## config.mk

```make
export PLATFORM = sky130hd
export DESIGN_NAME = licr_regs
export DESIGN_NICKNAME = d
export VERILOG_FILES = /design/src/rtl/licr_pkg.sv /design/src/rtl/licr_regs.sv
export VERILOG_INCLUDE_DIRS = /design/src /design/src/rtl
export SDC_FILE = /design/constraint.sdc
export NUM_CORES = 1
export LEC_CHECK = 0
export BUFFER_PORTS_ARGS = -buffer_cell sky130_fd_sc_hd__buf_2
export CORE_ASPECT_RATIO = 0.5
export CORE_MARGIN = 5
export CORE_UTILIZATION = 45
export CTS_BUF_LIST = sky130_fd_sc_hd__clkbuf_4 sky130_fd_sc_hd__clkbuf_8 sky130_fd_sc_hd__clkbuf_16
export DETAILED_ROUTE_END_ITERATION = 16
export GPL_ROUTABILITY_DRIVEN = 0
export PLACE_DENSITY = 0.73
export SYNTH_ARGS = -nofsm -noshare
export SYNTH_HDL_FRONTEND = slang
export SYNTH_SLANG_ARGS = --single-unit
```

## constraint.sdc

```tcl
create_clock -name clock -period 2.9 [get_ports clock]
set_input_delay 0.29 -clock clock [delete_from_list [all_inputs] [get_ports clock]]
set_output_delay 0.29 -clock clock [all_outputs]
set_load 0.02 [all_outputs]
```

## src/rtl/licr_consts.svh

```systemverilog
// register offsets, field positions, reset values and timing in nanoseconds
`ifndef LICR_CONSTS_SVH
`define LICR_CONSTS_SVH
`define LICR_IDX_CTRL1 8'h30
`define LICR_IDX_CTRL2 8'h31
`define LICR_IDX_CMI 8'h32
`define LICR_IDX_GAIN 8'h34
`define LICR_IDX_LIVE 8'h3A
`define LICR_IDX_LATCH 8'h3B
`define LICR_RST_CTRL1 8'h00
`define LICR_RST_CTRL2 8'h00
`define LICR_RST_CMI 8'h00
`define LICR_RST_GAIN 8'h00
`define LICR_BIT_POWER 0
`define LICR_BIT_JA_DIS 1
`define LICR_BIT_JA_DEPTH 2
`define LICR_BIT_JA_PATH 3
`define LICR_BIT_EQ_LIMIT 4
`define LICR_LSB_BUILDOUT 5
`define LICR_BIT_CUSTOM 0
`define LICR_BIT_SC_DIS 1
`define LICR_BIT_CMI_INV 6
`define LICR_BIT_CMI_EN 7
`define LICR_LSB_GAIN 0
`define LICR_BIT_AUTO 6
`define LICR_BIT_LIMIT 2
`define LICR_MASK_CTRL2 8'h03
`define LICR_MASK_CMI 8'hC0
`define LICR_MASK_GAIN 8'h7F
`define LICR_T1_LAST_RANGE 3'h4
`define LICR_SQUARE_NS 244
`define LICR_CMI_BIT_NS 488
`define LICR_CLOCK_NS 10
`endif

```

## src/rtl/licr_pkg.sv

```systemverilog
// types shared by the line interface control block
package licr_pkg;
	typedef enum logic [1:0] {
		LICR_DRV_PULSE,
		LICR_DRV_SQUARE,
		LICR_DRV_OPEN_DRAIN,
		LICR_DRV_CMI
	} licr_drive_e;
	typedef struct packed {
		logic jitterAttenEnable;
		logic jitterDepth32;
		logic jitterInTransmit;
		logic equalizerLimited;
		logic [2:0] buildout;
		logic buildoutReserved;
		logic [2:0] cableRange;
		logic autoGain;
		logic [5:0] fixedGain;
		logic limiterEnable;
		logic cmiEnable;
		logic cmiInvert;
		logic lineCodingActive;
		logic transmitPowered;
	} licr_fe_cfg_s;
	typedef struct packed {
		logic pos;
		logic neg;
	} licr_line_s;
endpackage

```

## src/rtl/licr_regs.sv

```systemverilog
// line interface control registers with apb slave and line driver control
`timescale 1ns/1ps
`include "licr_consts.svh"
////////////////////////////////////////////////////////////////////////////////
// What this block does
// - with cmi enabled, positive transmit line carries cmi coded data.
// - with cmi enabled, positive receive line decoded as cmi, clock recovered.
// - hdb3 or b8zs coding stays usable while cmi is enabled.
// - power bit 0 tri-states both transmit outputs; 1 runs normally.
// - control one bit 1 set disables jitter attenuator, clear enables.
// - control one bit 2 picks buffer depth: 0 is 128, 1 is 32.
// - control one bit 3 places attenuator receive side at 0, transmit at 1.
// - control one bit 4 limits receive equalizer sensitivity.
// - t1 build-out codes 0 to 4 pick cable range, 5 to 7 reserved.
// - gain field bits 0 to 5 set transmit gain without auto gain.
// - gain bit 6 clear uses auto gain; set uses the gain field.
// - custom driver with build-out zero sends a square wave.
// - custom driver with nonzero build-out makes outputs open drain.
// - control two bit 1 clear enables e1 current limiter, set disables.
// - limiter activity flagged live and latched in status bit 2.
module licr_regs #(
	parameter int SQUARE_HALF_CYCLES =
		(`LICR_SQUARE_NS + `LICR_CLOCK_NS - 1) / `LICR_CLOCK_NS,
	parameter int CMI_BIT_CYCLES = `LICR_CMI_BIT_NS / `LICR_CLOCK_NS
) (
	input wire logic clock,
	input wire logic resetn,
	input wire logic psel,
	input wire logic penable,
	input wire logic pwrite,
	input wire logic [11:0] paddr,
	input wire logic [31:0] pwdata,
	input wire logic [3:0] pstrb,
	output logic [31:0] prdata,
	output logic pready,
	output logic pslverr,
	input wire logic networkIsE1,
	input wire licr_pkg::licr_line_s codedPulse,
	input wire logic cmiTxData,
	input wire logic shortDetect,
	input wire logic receive_line_pos,
	output licr_pkg::licr_fe_cfg_s frontEndCfg,
	output logic transmit_line_pos_o,
	output logic transmit_line_pos_oe,
	output logic transmit_line_neg_o,
	output logic transmit_line_neg_oe,
	output logic cmiRxBit,
	output logic cmiRxStrobe,
	output logic current_limit_flag
);
	import licr_pkg::*;

	localparam int PW = 8;
	localparam logic [PW-1:0] CMI_LAST = PW'(CMI_BIT_CYCLES - 1);
	localparam logic [PW-1:0] CMI_QTR = PW'(CMI_BIT_CYCLES / 4);
	localparam logic [PW-1:0] CMI_3QTR = PW'((3 * CMI_BIT_CYCLES) / 4);
	localparam logic [PW-1:0] SQ_LAST = PW'(SQUARE_HALF_CYCLES - 1);

	logic [7:0] lineCtrlOne;
	logic [7:0] lineCtrlTwo;
	logic [7:0] cmiCtrl;
	logic [7:0] gainCtrl;
	logic limitLatched;
	logic accessPhase;
	logic writeHit;
	logic readHit;
	logic [7:0] regIndex;
	logic [7:0] next_readData;
	logic next_mapped;
	logic shortSync1;
	logic shortSync2;
	logic rxSync1;
	logic rxSync2;
	logic rxLast;
	logic [PW-1:0] cmiPhase;
	logic cmiFirstHalf;
	logic [PW-1:0] squareCount;
	logic squareLevel;
	logic [2:0] buildout;
	licr_drive_e driveMode;
	licr_fe_cfg_s next_cfg;

	function automatic logic [7:0] mergeByte(input logic [7:0] old,
			input logic [7:0] data, input logic lane, input logic [7:0] mask);
		mergeByte = lane ? (data & mask) : old;
	endfunction

////////////////////////////////////////////////////////////////////////////////
// apb slave

	assign accessPhase = psel && penable && !pready;
	assign regIndex = paddr[9:2];
	assign writeHit = psel && penable && pready && pwrite && !pslverr;
	assign readHit = accessPhase && !pwrite;

	always_comb begin
		next_readData = 8'h00;
		next_mapped = 1'b1;
		unique case (regIndex)
			`LICR_IDX_CTRL1: next_readData = lineCtrlOne;
			`LICR_IDX_CTRL2: next_readData = lineCtrlTwo;
			`LICR_IDX_CMI: next_readData = cmiCtrl;
			`LICR_IDX_GAIN: next_readData = gainCtrl;
			`LICR_IDX_LIVE: next_readData[`LICR_BIT_LIMIT] = current_limit_flag;
			`LICR_IDX_LATCH: next_readData[`LICR_BIT_LIMIT] = limitLatched;
			default: next_mapped = 1'b0;
		endcase
		if (paddr[11:10] != 2'b00 || paddr[1:0] != 2'b00) begin
			next_mapped = 1'b0;
		end
	end

	always_ff @(posedge clock or negedge resetn) begin
		if (!resetn) begin
			pready <= 1'b0;
			pslverr <= 1'b0;
		end else if (accessPhase) begin
			pready <= 1'b1;
			pslverr <= !next_mapped;
		end else begin
			pready <= 1'b0;
			pslverr <= 1'b0;
		end
	end

	always_ff @(posedge clock or negedge resetn) begin
		if (!resetn) begin
			prdata <= 32'h00000000;
		end else if (readHit) begin
			prdata <= next_mapped ? {24'h000000, next_readData} : 32'h00000000;
		end else if (!pready) begin
			prdata <= 32'h00000000;
		end
	end

////////////////////////////////////////////////////////////////////////////////
// control registers

	always_ff @(posedge clock or negedge resetn) begin
		if (!resetn) begin
			lineCtrlOne <= `LICR_RST_CTRL1;
		end else if (writeHit && regIndex == `LICR_IDX_CTRL1) begin
			lineCtrlOne <= mergeByte(lineCtrlOne, pwdata[7:0], pstrb[0], 8'hFF);
		end
	end

	always_ff @(posedge clock or negedge resetn) begin
		if (!resetn) begin
			lineCtrlTwo <= `LICR_RST_CTRL2;
		end else if (writeHit && regIndex == `LICR_IDX_CTRL2) begin
			lineCtrlTwo <= mergeByte(lineCtrlTwo, pwdata[7:0], pstrb[0],
				`LICR_MASK_CTRL2);
		end
	end

	always_ff @(posedge clock or negedge resetn) begin
		if (!resetn) begin
			cmiCtrl <= `LICR_RST_CMI;
		end else if (writeHit && regIndex == `LICR_IDX_CMI) begin
			cmiCtrl <= mergeByte(cmiCtrl, pwdata[7:0], pstrb[0],
				`LICR_MASK_CMI);
		end
	end

	// bit 7 kept at zero
	always_ff @(posedge clock or negedge resetn) begin
		if (!resetn) begin
			gainCtrl <= `LICR_RST_GAIN;
		end else if (writeHit && regIndex == `LICR_IDX_GAIN) begin
			gainCtrl <= mergeByte(gainCtrl, pwdata[7:0], pstrb[0],
				`LICR_MASK_GAIN);
		end
	end

////////////////////////////////////////////////////////////////////////////////
// front end configuration

	assign buildout = lineCtrlOne[`LICR_LSB_BUILDOUT +: 3];

	always_comb begin
		next_cfg = '0;
		next_cfg.transmitPowered = lineCtrlOne[`LICR_BIT_POWER];
		next_cfg.jitterAttenEnable = !lineCtrlOne[`LICR_BIT_JA_DIS];
		next_cfg.jitterDepth32 = lineCtrlOne[`LICR_BIT_JA_DEPTH];
		next_cfg.jitterInTransmit = lineCtrlOne[`LICR_BIT_JA_PATH];
		next_cfg.equalizerLimited = lineCtrlOne[`LICR_BIT_EQ_LIMIT];
		next_cfg.buildout = buildout;
		if (!networkIsE1) begin
			if (buildout > `LICR_T1_LAST_RANGE) begin
				next_cfg.buildoutReserved = 1'b1;
			end else begin
				next_cfg.cableRange = buildout;
			end
		end
		next_cfg.autoGain = !gainCtrl[`LICR_BIT_AUTO];
		if (gainCtrl[`LICR_BIT_AUTO]) begin
			next_cfg.fixedGain = gainCtrl[`LICR_LSB_GAIN +: 6];
		end
		next_cfg.limiterEnable = networkIsE1 &&
			!lineCtrlTwo[`LICR_BIT_SC_DIS];
		next_cfg.cmiEnable = cmiCtrl[`LICR_BIT_CMI_EN];
		next_cfg.cmiInvert = cmiCtrl[`LICR_BIT_CMI_INV];
		// line coder left running whatever the cmi setting
		next_cfg.lineCodingActive = 1'b1;
	end

	always_ff @(posedge clock or negedge resetn) begin
		if (!resetn) begin
			frontEndCfg <= '0;
		end else begin
			frontEndCfg <= next_cfg;
		end
	end

////////////////////////////////////////////////////////////////////////////////
// transmit line driver

	always_comb begin
		if (cmiCtrl[`LICR_BIT_CMI_EN]) begin
			driveMode = LICR_DRV_CMI;
		end else if (lineCtrlTwo[`LICR_BIT_CUSTOM] && buildout == 3'h0) begin
			driveMode = LICR_DRV_SQUARE;
		end else if (lineCtrlTwo[`LICR_BIT_CUSTOM]) begin
			driveMode = LICR_DRV_OPEN_DRAIN;
		end else begin
			driveMode = LICR_DRV_PULSE;
		end
	end

	always_ff @(posedge clock or negedge resetn) begin
		if (!resetn) begin
			squareCount <= '0;
			squareLevel <= 1'b0;
		end else if (squareCount == SQ_LAST) begin
			squareCount <= '0;
			squareLevel <= !squareLevel;
		end else begin
			squareCount <= squareCount + PW'(1);
		end
	end

	always_ff @(posedge clock or negedge resetn) begin
		if (!resetn) begin
			transmit_line_pos_o <= 1'b0;
			transmit_line_neg_o <= 1'b0;
			transmit_line_pos_oe <= 1'b1;
			transmit_line_neg_oe <= 1'b1;
		end else if (!lineCtrlOne[`LICR_BIT_POWER]) begin
			transmit_line_pos_o <= 1'b0;
			transmit_line_neg_o <= 1'b0;
			transmit_line_pos_oe <= 1'b1;
			transmit_line_neg_oe <= 1'b1;
		end else begin
			unique case (driveMode)
				LICR_DRV_CMI: begin
					transmit_line_pos_o <= cmiTxData ^
						cmiCtrl[`LICR_BIT_CMI_INV];
					transmit_line_pos_oe <= 1'b0;
					transmit_line_neg_o <= 1'b0;
					transmit_line_neg_oe <= 1'b0;
				end
				LICR_DRV_SQUARE: begin
					transmit_line_pos_o <= squareLevel;
					transmit_line_neg_o <= !squareLevel;
					transmit_line_pos_oe <= 1'b0;
					transmit_line_neg_oe <= 1'b0;
				end
				LICR_DRV_OPEN_DRAIN: begin
					// pull low only, release otherwise
					transmit_line_pos_o <= 1'b0;
					transmit_line_neg_o <= 1'b0;
					transmit_line_pos_oe <= !codedPulse.pos;
					transmit_line_neg_oe <= !codedPulse.neg;
				end
				LICR_DRV_PULSE: begin
					transmit_line_pos_o <= codedPulse.pos;
					transmit_line_neg_o <= codedPulse.neg;
					transmit_line_pos_oe <= 1'b0;
					transmit_line_neg_oe <= 1'b0;
				end
			endcase
		end
	end

////////////////////////////////////////////////////////////////////////////////
// short circuit flag

	always_ff @(posedge clock or negedge resetn) begin
		if (!resetn) begin
			shortSync1 <= 1'b0;
			shortSync2 <= 1'b0;
		end else begin
			shortSync1 <= shortDetect;
			shortSync2 <= shortSync1;
		end
	end

	always_ff @(posedge clock or negedge resetn) begin
		if (!resetn) begin
			current_limit_flag <= 1'b0;
		end else begin
			current_limit_flag <= shortSync2;
		end
	end

	// set wins over write-one clear
	always_ff @(posedge clock or negedge resetn) begin
		if (!resetn) begin
			limitLatched <= 1'b0;
		end else if (current_limit_flag) begin
			limitLatched <= 1'b1;
		end else if (writeHit && regIndex == `LICR_IDX_LATCH && pstrb[0] &&
				pwdata[`LICR_BIT_LIMIT]) begin
			limitLatched <= 1'b0;
		end
	end

////////////////////////////////////////////////////////////////////////////////
// cmi receive decoder

	always_ff @(posedge clock or negedge resetn) begin
		if (!resetn) begin
			rxSync1 <= 1'b0;
			rxSync2 <= 1'b0;
			rxLast <= 1'b0;
		end else begin
			rxSync1 <= receive_line_pos;
			rxSync2 <= rxSync1;
			rxLast <= rxSync2;
		end
	end

	// edges late in the bit realign the phase to a bit boundary
	always_ff @(posedge clock or negedge resetn) begin
		if (!resetn) begin
			cmiPhase <= '0;
		end else if (rxSync2 != rxLast && cmiPhase > CMI_3QTR) begin
			cmiPhase <= '0;
		end else if (cmiPhase == CMI_LAST) begin
			cmiPhase <= '0;
		end else begin
			cmiPhase <= cmiPhase + PW'(1);
		end
	end

	always_ff @(posedge clock or negedge resetn) begin
		if (!resetn) begin
			cmiFirstHalf <= 1'b0;
		end else if (cmiPhase == CMI_QTR) begin
			cmiFirstHalf <= rxSync2;
		end
	end

	// equal halves mean a one, a mid-bit change a zero
	always_ff @(posedge clock or negedge resetn) begin
		if (!resetn) begin
			cmiRxBit <= 1'b0;
			cmiRxStrobe <= 1'b0;
		end else if (cmiCtrl[`LICR_BIT_CMI_EN] && cmiPhase == CMI_3QTR) begin
			cmiRxBit <= (cmiFirstHalf == rxSync2);
			cmiRxStrobe <= 1'b1;
		end else begin
			cmiRxStrobe <= 1'b0;
		end
	end
endmodule

```

* Word level (Yosys, flattened, before mapping)
Cells that the tools add are included.
** Storage, ports and cells
- Logic and storage cells :: 130
- Bits of input ports :: 59
- Register bits after elaboration :: 107
** Cells by class
- Bitwise gates (word level) :: 1
- Order comparisons :: 2
- Reduce and logical (&&, ||, !) cells :: 40
- Equality and inequality tests :: 16
- Add/sub/neg operators :: 2
- Mux-type cells :: 31
** Operator list (number)
- $eq 8x6->1 const B :: 8
- $mux 32 :: 2
- $mux 8 :: 4
- $logic_and 1x1->1 :: 17
- $add 8x1->8 const B :: 2
- $pmux 5 s3 :: 1
- $mux 1 :: 12
- $logic_not 1->1 :: 10
- $eq 8x4->1 const B :: 1
- $eq 8x5->1 const B :: 1
- $gt 8x6->1 const B :: 1
- $pmux 1 s4 :: 2
- $reduce_and 2->1 :: 4
- $mux 2 :: 3
- $mux 6 :: 1
- $pmux 2 s3 :: 1
- $reduce_bool 2->1 :: 3
- $reduce_or 6->1 :: 1
- $eq 2x2->1 const B :: 2
- $mux 4 :: 1
- $pmux 1 s2 :: 2
- $gt 3x3->1 const B :: 1
- $logic_not 3->1 :: 1
- $mux 3 :: 1
- other kinds (10) :: 10

* Logic depth before layout (Yosys ltp)
Gate-level depths: netlist of the first run.
- Depth in word-level cells :: 9
- Depth in mapped cells :: 5

* Worst setup path after synthesis of the first run
Ideal clock, no wire load.
- Path type :: register -> register
- From :: register pslverr
- To :: register lineCtrlOne[0]
- Data required time :: 2775 ps
- Stages on the path, launching flop included :: 4
- Clock period less this slack :: 1799 ps
- Slack :: 1101 ps
- Path buffers :: 0
- Arrival :: 1675 ps
- Cell sequence :: dfrtp_1 -> nand4b_1 -> nor4_4 -> mux2_2
** On the way
- Word-level cells in the longest chain between the ends :: 4
** Ends and longest elaborated chain
- start: declaration :: line licr_regs.sv:36 : output logic pslverr,
- start signal: assignment :: line licr_regs.sv:119 : pslverr <= !next_mapped;
- $logic_not 1->1 :: line licr_regs.sv:93 : assign writeHit = psel && penable && pready && pwrite && !pslverr;
- $logic_and 1x1->1 :: line licr_regs.sv:93
- $logic_and 1x1->1 (no source line)
- $reduce_and 2->1 (no source line)
- end signal: assignment :: line licr_regs.sv:141 : lineCtrlOne <= `LICR_RST_CTRL1;
- end signal: assignment :: line licr_regs.sv:143 : lineCtrlOne <= mergeByte(lineCtrlOne, pwdata[7:0], pstrb[0], 8'hFF);
- end: declaration :: line licr_regs.sv:59 : logic [7:0] lineCtrlOne;
Every way passes these cells.
A chain may end at the register's enable or synchronous reset.

* Worst setup path in the final report of the first run
- From :: register pslverr
- To :: register lineCtrlOne[4]
The elaborated chain is that of the path after synthesis.

==> metrics, run 1 <==
max_slew headroom 0.3215; worst slew pin tran 1018 ps; initial antenna violation count 0; Post-Place Setup Slack 735.5 ps; maximum number of pins on one net before global-route repair 84; CTS max path bufs 2; r2r startpoint pslverr; Clk Latency, worst-skew pair 330 ps; Post-layout nets roughly 430; Max stage delay cell, worst path nor4_4; CTS buffer count 9; flop2flop setup slack 840 ps; min-delay src shortDetect; P_leak 2.144 nW; Final setup viols 0; Top FF cell, synth dfrtp_1; Worst R2R Path Depth 3; design area 0.004313 mm2; Final Hold Fails 0; Area contributors post-synth dfrtp_1, mux2_2, buf_4, mux2i_1, xor2_1; Synth Cell Area between 0.003 and 0.004 mm2; H-tree depth 3; antenna-violating nets left 0; reg2reg end lineCtrlOne[4]; num rows 23; Tot GR Track Use 0.1500; Post-CTS Hold Buffers 0; worst path required time 3110 ps; largest area contributor in the netlist dfrtp_1; worst setup slack after layout 837.2 ps; TritonRoute pass-1 iters 4; Finished Layout Cells 486; vias per inst 4.893; P&R area growth vs syn 19.11%; initial core utilization 0.4575; Setup Crit Path Kind reg2reg; share of the yosys chip area belonging to registers 0.5743; clk slew on worst S/H paths roughly 60 ps; first-pass GRT wire length 11720 um; vias in the first global route approximately 2.4k; Synth Register Bits 83; part of the cycle the worst path needs 0.7113; critical path data arrival time 2280 ps; DRC 0; outcome complete, no violations; crit path time final 2063 ps; Synth Warn # 0; die area 0.01005 mm2; worst stage delay on the critical path about 740 ps; placed instance area 0.003991 mm2; hold path cells 1; Max VDD drop 0.3104 mV; Final Max Tran Viols 0; total power 2.768 mW; PwrDens 641.7 mW/mm2; I/O pin cnt 123; cts repair resizes 0; Syn Area/Cell between 10 and 15 um2; wire per inst around 14 um; diodes inserted 0; Mapped Cells 295; Setup Skew 4.270 ps; share of layout cells above drive strength 1 0.3182; Max-Cap Viols 0; drt initial violations 165; number of distinct library cells after synthesis between 40 and 50; type of the tightest min-delay check in2reg; number of flops mapped to enable cells by yosys 0; Yosys top cell area share 0.5598; final setup TNS 0 ps; Vias 2378; CP endpoint kind flip-flop; root buffer cell clkbuf_16; count leader, synth dfrtp_1; Die Y 73.43 um; Post-Place Cells 471; Post-CTS Setup Bufs 0; die width approximately 140 um; global route overflow 0; CP Cell Sequence nand4b_1, nor4_4, mux2_2; # port buffers 71; core area 0.007914 mm2; RSZ-0062 raised after global routing false; synth cell count leaders dfrtp_1, buf_4, mux2_2, nand2_1, nor2_1; Worst Hold Endpoint shortSync1; Post-synth ARST share 1.000; clk sinks 83; CP max FO 8; fmax 484.8 MHz; HPWL after DPL 5096 um; CP Launch Type flip-flop; final WL 7035 um; CTS tree yes
[metrics by stage]
stage            util  hold WS, ps
3_5_place_dp   0.5043        336.2
2_1_floorplan       -       -5.591
6_report       0.5450        63.94
4_1_cts        0.5450        52.46
5_1_grt        0.5450        51.13
3_3_place_gp   0.5043        331.8
[cells by family after synthesis]
logic type,count (synthesis),synth area share
multiplexers,31,0.09330
other,2,0.002074
flip-flops,83,0.5743
AND/OR/NAND/NOR,94,0.1652
buffers and inverters,40,0.07049
AO/OA/AOI/OAI,28,0.04942
XOR/XNOR,13,0.03144
adder cells (fa/ha/maj),4,0.01382
[cells in the final DEF, fill, tap and decap left out, types with 3 or more instances in the layout]
cell type	synthesis	final
nor2b_1	7	7
mux2i_1	9	9
mux2_2	22	22
nand3_1	6	6
and2_1	7	7
nor4_1	3	3
or3_1	6	6
or4b_1	3	3
inv_1	9	9
nor2_1	14	14
clkbuf_16	0	9
a21oi_1	4	4
dfrtp_1	81	81
ha_1	4	4
xnor2_1	5	5
nand4_1	5	5
o21ai_0	12	12
and3_1	3	3
buf_2	0	70
conb_1	2	25
xor2_1	8	8
nand2_1	14	14
nor3_1	7	7
[worst max-delay path by stage]
stage	from	to	slack (ps)
floorplan	pslverr	lineCtrlOne[0]	1100
global placement	paddr[4]	gainCtrl[4]	760
detailed placement	paddr[8]	lineCtrlOne[4]	740
CTS	pslverr	lineCtrlOne[4]	830
global route	pslverr	lineCtrlOne[1]	760
finish	pslverr	lineCtrlOne[4]	840
[sequential cells by signal, indices dropped and copies added, names as in the netlist, 2 cells and up]
signal,count
prdata,8
lineCtrlTwo,2
gainCtrl,7
frontEndCfg,23
squareCount,8
cmiPhase,8
lineCtrlOne,8
cmiCtrl,2
[final cells by class]
class,instances,area (um2)
fillers,699,3601
multi-input cells,195,1373
flip-flops and latches,83,2079
inverters,9,33.78
well taps,112,140.1
repair buffers,72,365.4
clock inverters,4,75.07
clock buffers,11,246.5
[metal layers]
layer / track usage / part of all wire
met1: 0.1963 / 0.45
met2: 0.2415 / 0.47
met3: 0.04446 / 0.072
met4: 0.05088 / 0.011
met5: 0 / 0
[where the power goes]
group	switching [mW]	internal (mW)	total, mW
registers	0.0622	1.21	1.27
logic	0.163	0.117	0.280
clock network	0.431	0.782	1.21
total	0.656	2.11	2.77
[worst max-delay path: cells and delay by family, from the launching register on]
family           cells  cell delay, ps
AND/OR/NAND/NOR      2            1160
multiplexers         1             410
flip-flops           1             380
(Power assumes the default switching activity.)
==> run 2, diff against run 1 <==
--- a/config.mk
+++ b/config.mk
@@ -13,7 +13,7 @@
 export CTS_BUF_LIST = sky130_fd_sc_hd__clkbuf_4 sky130_fd_sc_hd__clkbuf_8 sky130_fd_sc_hd__clkbuf_16
 export DETAILED_ROUTE_END_ITERATION = 16
 export GPL_ROUTABILITY_DRIVEN = 0
-export PLACE_DENSITY = 0.73
+export PLACE_DENSITY = 0.76
 export SYNTH_ARGS = -nofsm -noshare
 export SYNTH_HDL_FRONTEND = slang
 export SYNTH_SLANG_ARGS = --single-unit
==> constraint.sdc (replaced) <==
create_clock -name clock -period 1.75 [get_ports clock]
set_input_delay 0.175 -clock clock [delete_from_list [all_inputs] [get_ports clock]]
set_output_delay 0.175 -clock clock [all_outputs]
set_load 0.02 [all_outputs]
==> metrics, run 2 (synthesis results as in run 1) <==
Setup Crit Path Kind reg2reg; global route overflow 0; Reg with most FFs frontEndCfg; wire per inst 14.87 um; Max-Cap Viols 0; CP bufs+invs 1; Max stage delay cell, worst path or3_1; outcome complete, no violations; Vias about 2.6k; I/O pin cnt between 100 and 150; root buffer cell clkbuf_16; vias per inst 4.950; RSZ-0062 raised after global routing false; final WL 7704 um; Net Sw Power 1.207 mW; WHS about 20 ps; antenna-violating nets left 0; clk sinks 83; clk slew on worst S/H paths 60 ps; worst setup slack after layout 119.2 ps; CP endpoint kind flip-flop; Tot GR Track Use 0.1657; die width 136.9 um; diodes inserted 0; Setup Skew 9.159 ps; switching part of the total power 0.2687; most frequent cells in the layout dfrtp_1, buf_2, buf_4; Max VDD drop 0.4929 mV; P_leak 2.301 nW; type of the tightest min-delay check in2reg; vias in the first global route 2530; total power 4.493 mW; drt initial violations 79; commonest non-fill, non-tap cell in the layout dfrtp_1; H-tree depth 3; worst stage delay on the critical path 410 ps; combinational power share 0.132; fmax 613.2 MHz; Post-Place Setup Slack -21.99 ps; Final Hold Fails 0; Finished Layout Cells between 500 and 600; part of the cycle the worst path needs 0.9319; CTS buffer count 9; filler instances 660; Final Max Tran Viols 0; first-pass GRT wire length 12740 um; CTS tree yes; PwrDens 984.6 mW/mm2; Clk Latency, worst-skew pair 340 ps; critical path data arrival time 1880 ps; initial core utilization 0.4575; Flop pwr share 0.468; CP max FO 6; worst path required time 2000 ps; CP Cell Sequence buf_4, or3_1, o311a_4, a211oi_2; crit path time final 1631 ps; DRC 0; die area 0.01005 mm2; CP Launch Type flip-flop; Pint 3.285 mW; HPWL after DPL just under 6000 um; CP top delay family compound AO/OA/AOI/OAI gates; design area between 0.004 and 0.005 mm2; Clk network pwr share 0.400; Die Y 73.43 um; num rows 23; P&R area growth vs syn 26.02%; Post-layout nets 464; maximum number of pins on one net before global-route repair 34; Final setup viols 0; CTS max path bufs 2; Post-Place Cells approximately 500; max reg flops 23; # port buffers 71; TritonRoute pass-1 iters 4; placed instance area 0.004207 mm2; core area roughly 0.0079 mm2; initial antenna violation count 0; share of layout cells above drive strength 1 0.3719
run 2: changes by cell type in the layout (fill, tap and decap cells not counted), moves of 2 or more:
cell | before | now
or4b_4 | 1 | 3
dlygate4sd3_1 | 0 | 3
inv_6 | 0 | 2
clkinv_4 | 0 | 2
bufinv_16 | 2 | 0
buf_4 | 2 | 29
run 2: final cells by class:
type | instances | area, um2 | share of cell area
clock buffers | 10 | 239.0 | 0.05237
well taps | 112 | 140.1 | 0.03071
multi-input cells | 195 | 1405 | 0.3079
inverters | 9 | 33.78 | 0.007403
repair buffers | 103 | 618.1 | 0.1355
clock inverters | 6 | 47.55 | 0.01042
flip-flops and latches | 83 | 2079 | 0.4557
run 2: stage by stage:
stage / setup TNS (ps) / utilization
2_1_floorplan: 0 / -
3_3_place_gp: 0 / 0.5315
3_5_place_dp: -111.0 / 0.5315
4_1_cts: 0 / 0.5726
5_1_grt: 0 / 0.5766
6_report: 0 / 0.5766
run 2: layer usage:
layer,global-route usage,up-vias,wire length (um)
li1,-,1202,-
met1,0.2205,1274,3467
met2,0.2612,80,3677
met3,0.05335,8,457
met4,0.05310,0,103
met5,0,-,0
run 2: final timing paths:
kind | start | to | slack (ps) | cells after the start
worst max-delay path | cmiPhase[4] | cmiPhase[5] | 120 | 4
worst min-delay path | codedPulse[0] | transmit_line_neg_oe | 20 | 2
worst max register to register | cmiPhase[4] | cmiPhase[5] | 120 | 4
worst min register to register | shortSync1 | shortSync2 | 350 | 0
max in group asynchronous | resetn | prdata[4] | 860 | 3
min in group asynchronous | resetn | frontEndCfg[17] | 320 | 2
run 2: power by group through the flow:
stage	Combinational (mW)	Clock, mW	Sequential [mW]
after floorplan	0.391	0	2.12
after global placement	0.541	0	2.13
after detailed placement	0.555	0	2.13
after CTS	0.573	1.84	2.10
after global routing	0.663	1.92	2.12
final	0.594	1.80	2.10
run 2: timing repair:
item | in CTS | in global routing
hold buffers | 3 | 0
endpoints found under the setup margin | 1 | 4
buffers inserted | 0 | 1
pin swaps | 0 | 2
gates resized for setup | 1 | 4
hold endpoints to repair | 30 | 0
==> run 3, diff against run 2 <==
--- a/config.mk
+++ b/config.mk
@@ -6,6 +6,7 @@
 export SDC_FILE = /design/constraint.sdc
 export NUM_CORES = 1
 export LEC_CHECK = 0
+export ABC_AREA = 1
 export BUFFER_PORTS_ARGS = -buffer_cell sky130_fd_sc_hd__buf_2
 export CORE_ASPECT_RATIO = 0.5
 export CORE_MARGIN = 5
@@ -13,7 +14,7 @@
 export CTS_BUF_LIST = sky130_fd_sc_hd__clkbuf_4 sky130_fd_sc_hd__clkbuf_8 sky130_fd_sc_hd__clkbuf_16
 export DETAILED_ROUTE_END_ITERATION = 16
 export GPL_ROUTABILITY_DRIVEN = 0
-export PLACE_DENSITY = 0.76
+export PLACE_DENSITY = 0.75
 export SYNTH_ARGS = -nofsm -noshare
 export SYNTH_HDL_FRONTEND = slang
 export SYNTH_SLANG_ARGS = --single-unit
==> metrics, run 3 <==
CTS tree yes; Die Y 74.43 um; vias per inst 4.546; Synth Cell Area 0.003736 mm2; Final Hold Fails 0; Reg with most FFs frontEndCfg; count leader, synth nand2_1; most frequent cells in the layout nand2_1, dfrtp_1, buf_2; maximum number of pins on one net before global-route repair 35; hold path cells 2; crit path launch pready; global route overflow 0; drt initial violations 148; Max stage delay cell, worst path dfrtp_1; Final Max Tran Viols 0; wire per inst 11.96 um; final WL approximately 7400 um; TritonRoute pass-1 iters 5; core area 0.008058 mm2; diodes inserted 0; final setup TNS 0 ps; max reg flops 23; Yosys top cell area share 0.5425; num rows 23; Post-Synth Adder-Cell Area 0.01340; Top FF cell, synth dfrtp_1; largest area contributor in the netlist dfrtp_1; Post-Place Cells around 600; Synth Area in Simple Gates 0.2428; CP endpoint kind flip-flop; Finished Layout Cells 617; synth cell count leaders nand2_1, dfrtp_1, nor2_1, inv_1, buf_4; Post-layout nets 563; Final setup viols 0; type of the tightest min-delay check in2reg; number of flops mapped to enable cells by yosys 0; number of distinct library cells after synthesis 32; mux contribution to synthesized area 0.003014; worst path required time roughly 2000 ps; I/O pin cnt 123; fmax 685.1 MHz; die width 138.9 um; crit path time final 1460 ps; Finished Core Util 0.5575; CP Launch Type flip-flop; PwrDens 1039 mW/mm2; HPWL after DPL about 5500 um; Worst R2R Path Depth 7; Vias 2805; commonest non-fill, non-tap cell in the layout nand2_1; Synth Register Bits 83; P&R area growth vs syn 20.23%; Mapped Cells ~420; Setup Skew around 5.4 ps; share of layout cells above drive strength 1 0.2337; clk sinks 83; root buffer cell clkbuf_16; initial antenna violation count 0; CP Cell Sequence inv_2, nor2_1, nand3_2, nor2_2, inv_1, nand2_1, o21ai_1; min-delay src networkIsE1; filler instances 743; Post-CTS Setup Bufs 0; antenna-violating nets left 0; vias in the first global route 2717; CTS buffer count 9; Max VDD drop between 0.6 and 0.7 mV; share of the yosys chip area belonging to registers 0.5566; clk slew on worst S/H paths 60 ps; r2r startpoint pready; compound-cell area share of the yosys netlist 0.04186; outcome complete, no violations; # port buffers 71; initial core utilization 0.4637; DRC 0; critical path data arrival time 1680 ps; first-pass GRT wire length between 10000 and 15000 um; Post-synth ARST share 1.000; worst stage delay on the critical path around 560 ps; Area contributors post-synth dfrtp_1, nand2_1, buf_4, nor2_1, inv_1; Synth Warn # 0; Clk Latency, worst-skew pair 330 ps; Max-Cap Viols 0; Tot GR Track Use 0.1544; CP max FO 11; largest family of logic cells by synthesized area simple AND/OR/NAND/NOR gates; part of the cycle the worst path needs 0.8341; CTS max path bufs 2; H-tree depth 3; Syn Area/Cell ~9.0 um2; Setup Crit Path Kind reg2reg; area share of xor/xnor cells in the synthesized design 0.02344; RSZ-0062 raised after global routing false; P_leak between 2 and 2.5 nW; die area 0.01034 mm2
run 3: cell count changes after synthesis, sizes merged, moves of 5 or more:
cell	previous run	this run
nand2	14	103
inv	9	56
nor2	14	58
mux2	22	1
nand3	6	26
o21ai	12	24
mux2i	9	0
and2	7	0
nor2b	7	0
or3	6	0
nor4	7	2
or4b	5	0
run 3: worst max-delay path, delay by kind of cell (launching register included):
family / cells / cell delay [ps]
AO/OA/AOI/OAI: 1 / 60
buffers and inverters: 2 / 190
flip-flops: 1 / 560
AND/OR/NAND/NOR: 4 / 530
run 3: through the flow:
step | setup WS, ps | cell area, um2 | hold slack, ps | total power, mW
after floorplan | 400.0 | 3822 | -120.6 | 2.586
after global placement | 336.4 | 4144 | 124.1 | 2.709
after detailed placement | 297.9 | 4144 | 128.2 | 2.732
after CTS | 278.8 | 4492 | 44.91 | 4.712
after global routing | 146.9 | 4492 | 48.18 | 4.887
final | 290.3 | 4492 | 55.48 | 4.668
run 3: final cells by class:
type / instances / area (um2) / area share
sequential: 83 / 2079 / 0.4630
timing repair buffer: 79 / 437.9 / 0.09749
inverter: 56 / 210.2 / 0.04680
tap: 112 / 140.1 / 0.03120
clock buffer: 13 / 274.0 / 0.06100
multi-input combinational: 271 / 1306 / 0.2908
clock inverter: 3 / 43.79 / 0.009749
run 3: cells by family (layout without fill, tap and decap cells):
group,after synthesis,count (layout)
flops,83,83
compound gates,31,31
simple gates,200,200
other cells,2,25
buf+inv,86,151
xor+xnor,10,10
fa+ha+maj,4,4
mux,1,1
run 3: power by group:
part,switching (mW),internal [mW]
sequential,0.104,2.03
combinational,0.359,0.214
clock,0.719,1.24
total,1.18,3.49
run 3: final timing paths:
kind	slack, ps	endpoint
max	290	lineCtrlOne[0]
min	60	frontEndCfg[12]
min reg2reg	350	rxSync2
min in group asynchronous	310	frontEndCfg[1]
max in group asynchronous	820	frontEndCfg[21]
max reg2reg	290	lineCtrlOne[0]
run 3: per-layer routing:
layer | up-vias | global-route usage | part of all wire | wire length, um
met1 | 1316 | 0.1991 | 0.45 | 3348
li1 | 1401 | - | - | -
met3 | 9 | 0.05459 | 0.068 | 504
met4 | 0 | 0.04230 | 0.012 | 90
met5 | - | 0 | 0 | 0
met2 | 79 | 0.2536 | 0.47 | 3433
run 3: repair_timing:
action / CTS / global route
resized for setup: 0 / 0
hold buffers: 3 / 0
endpoints found under the hold margin: 30 / 0
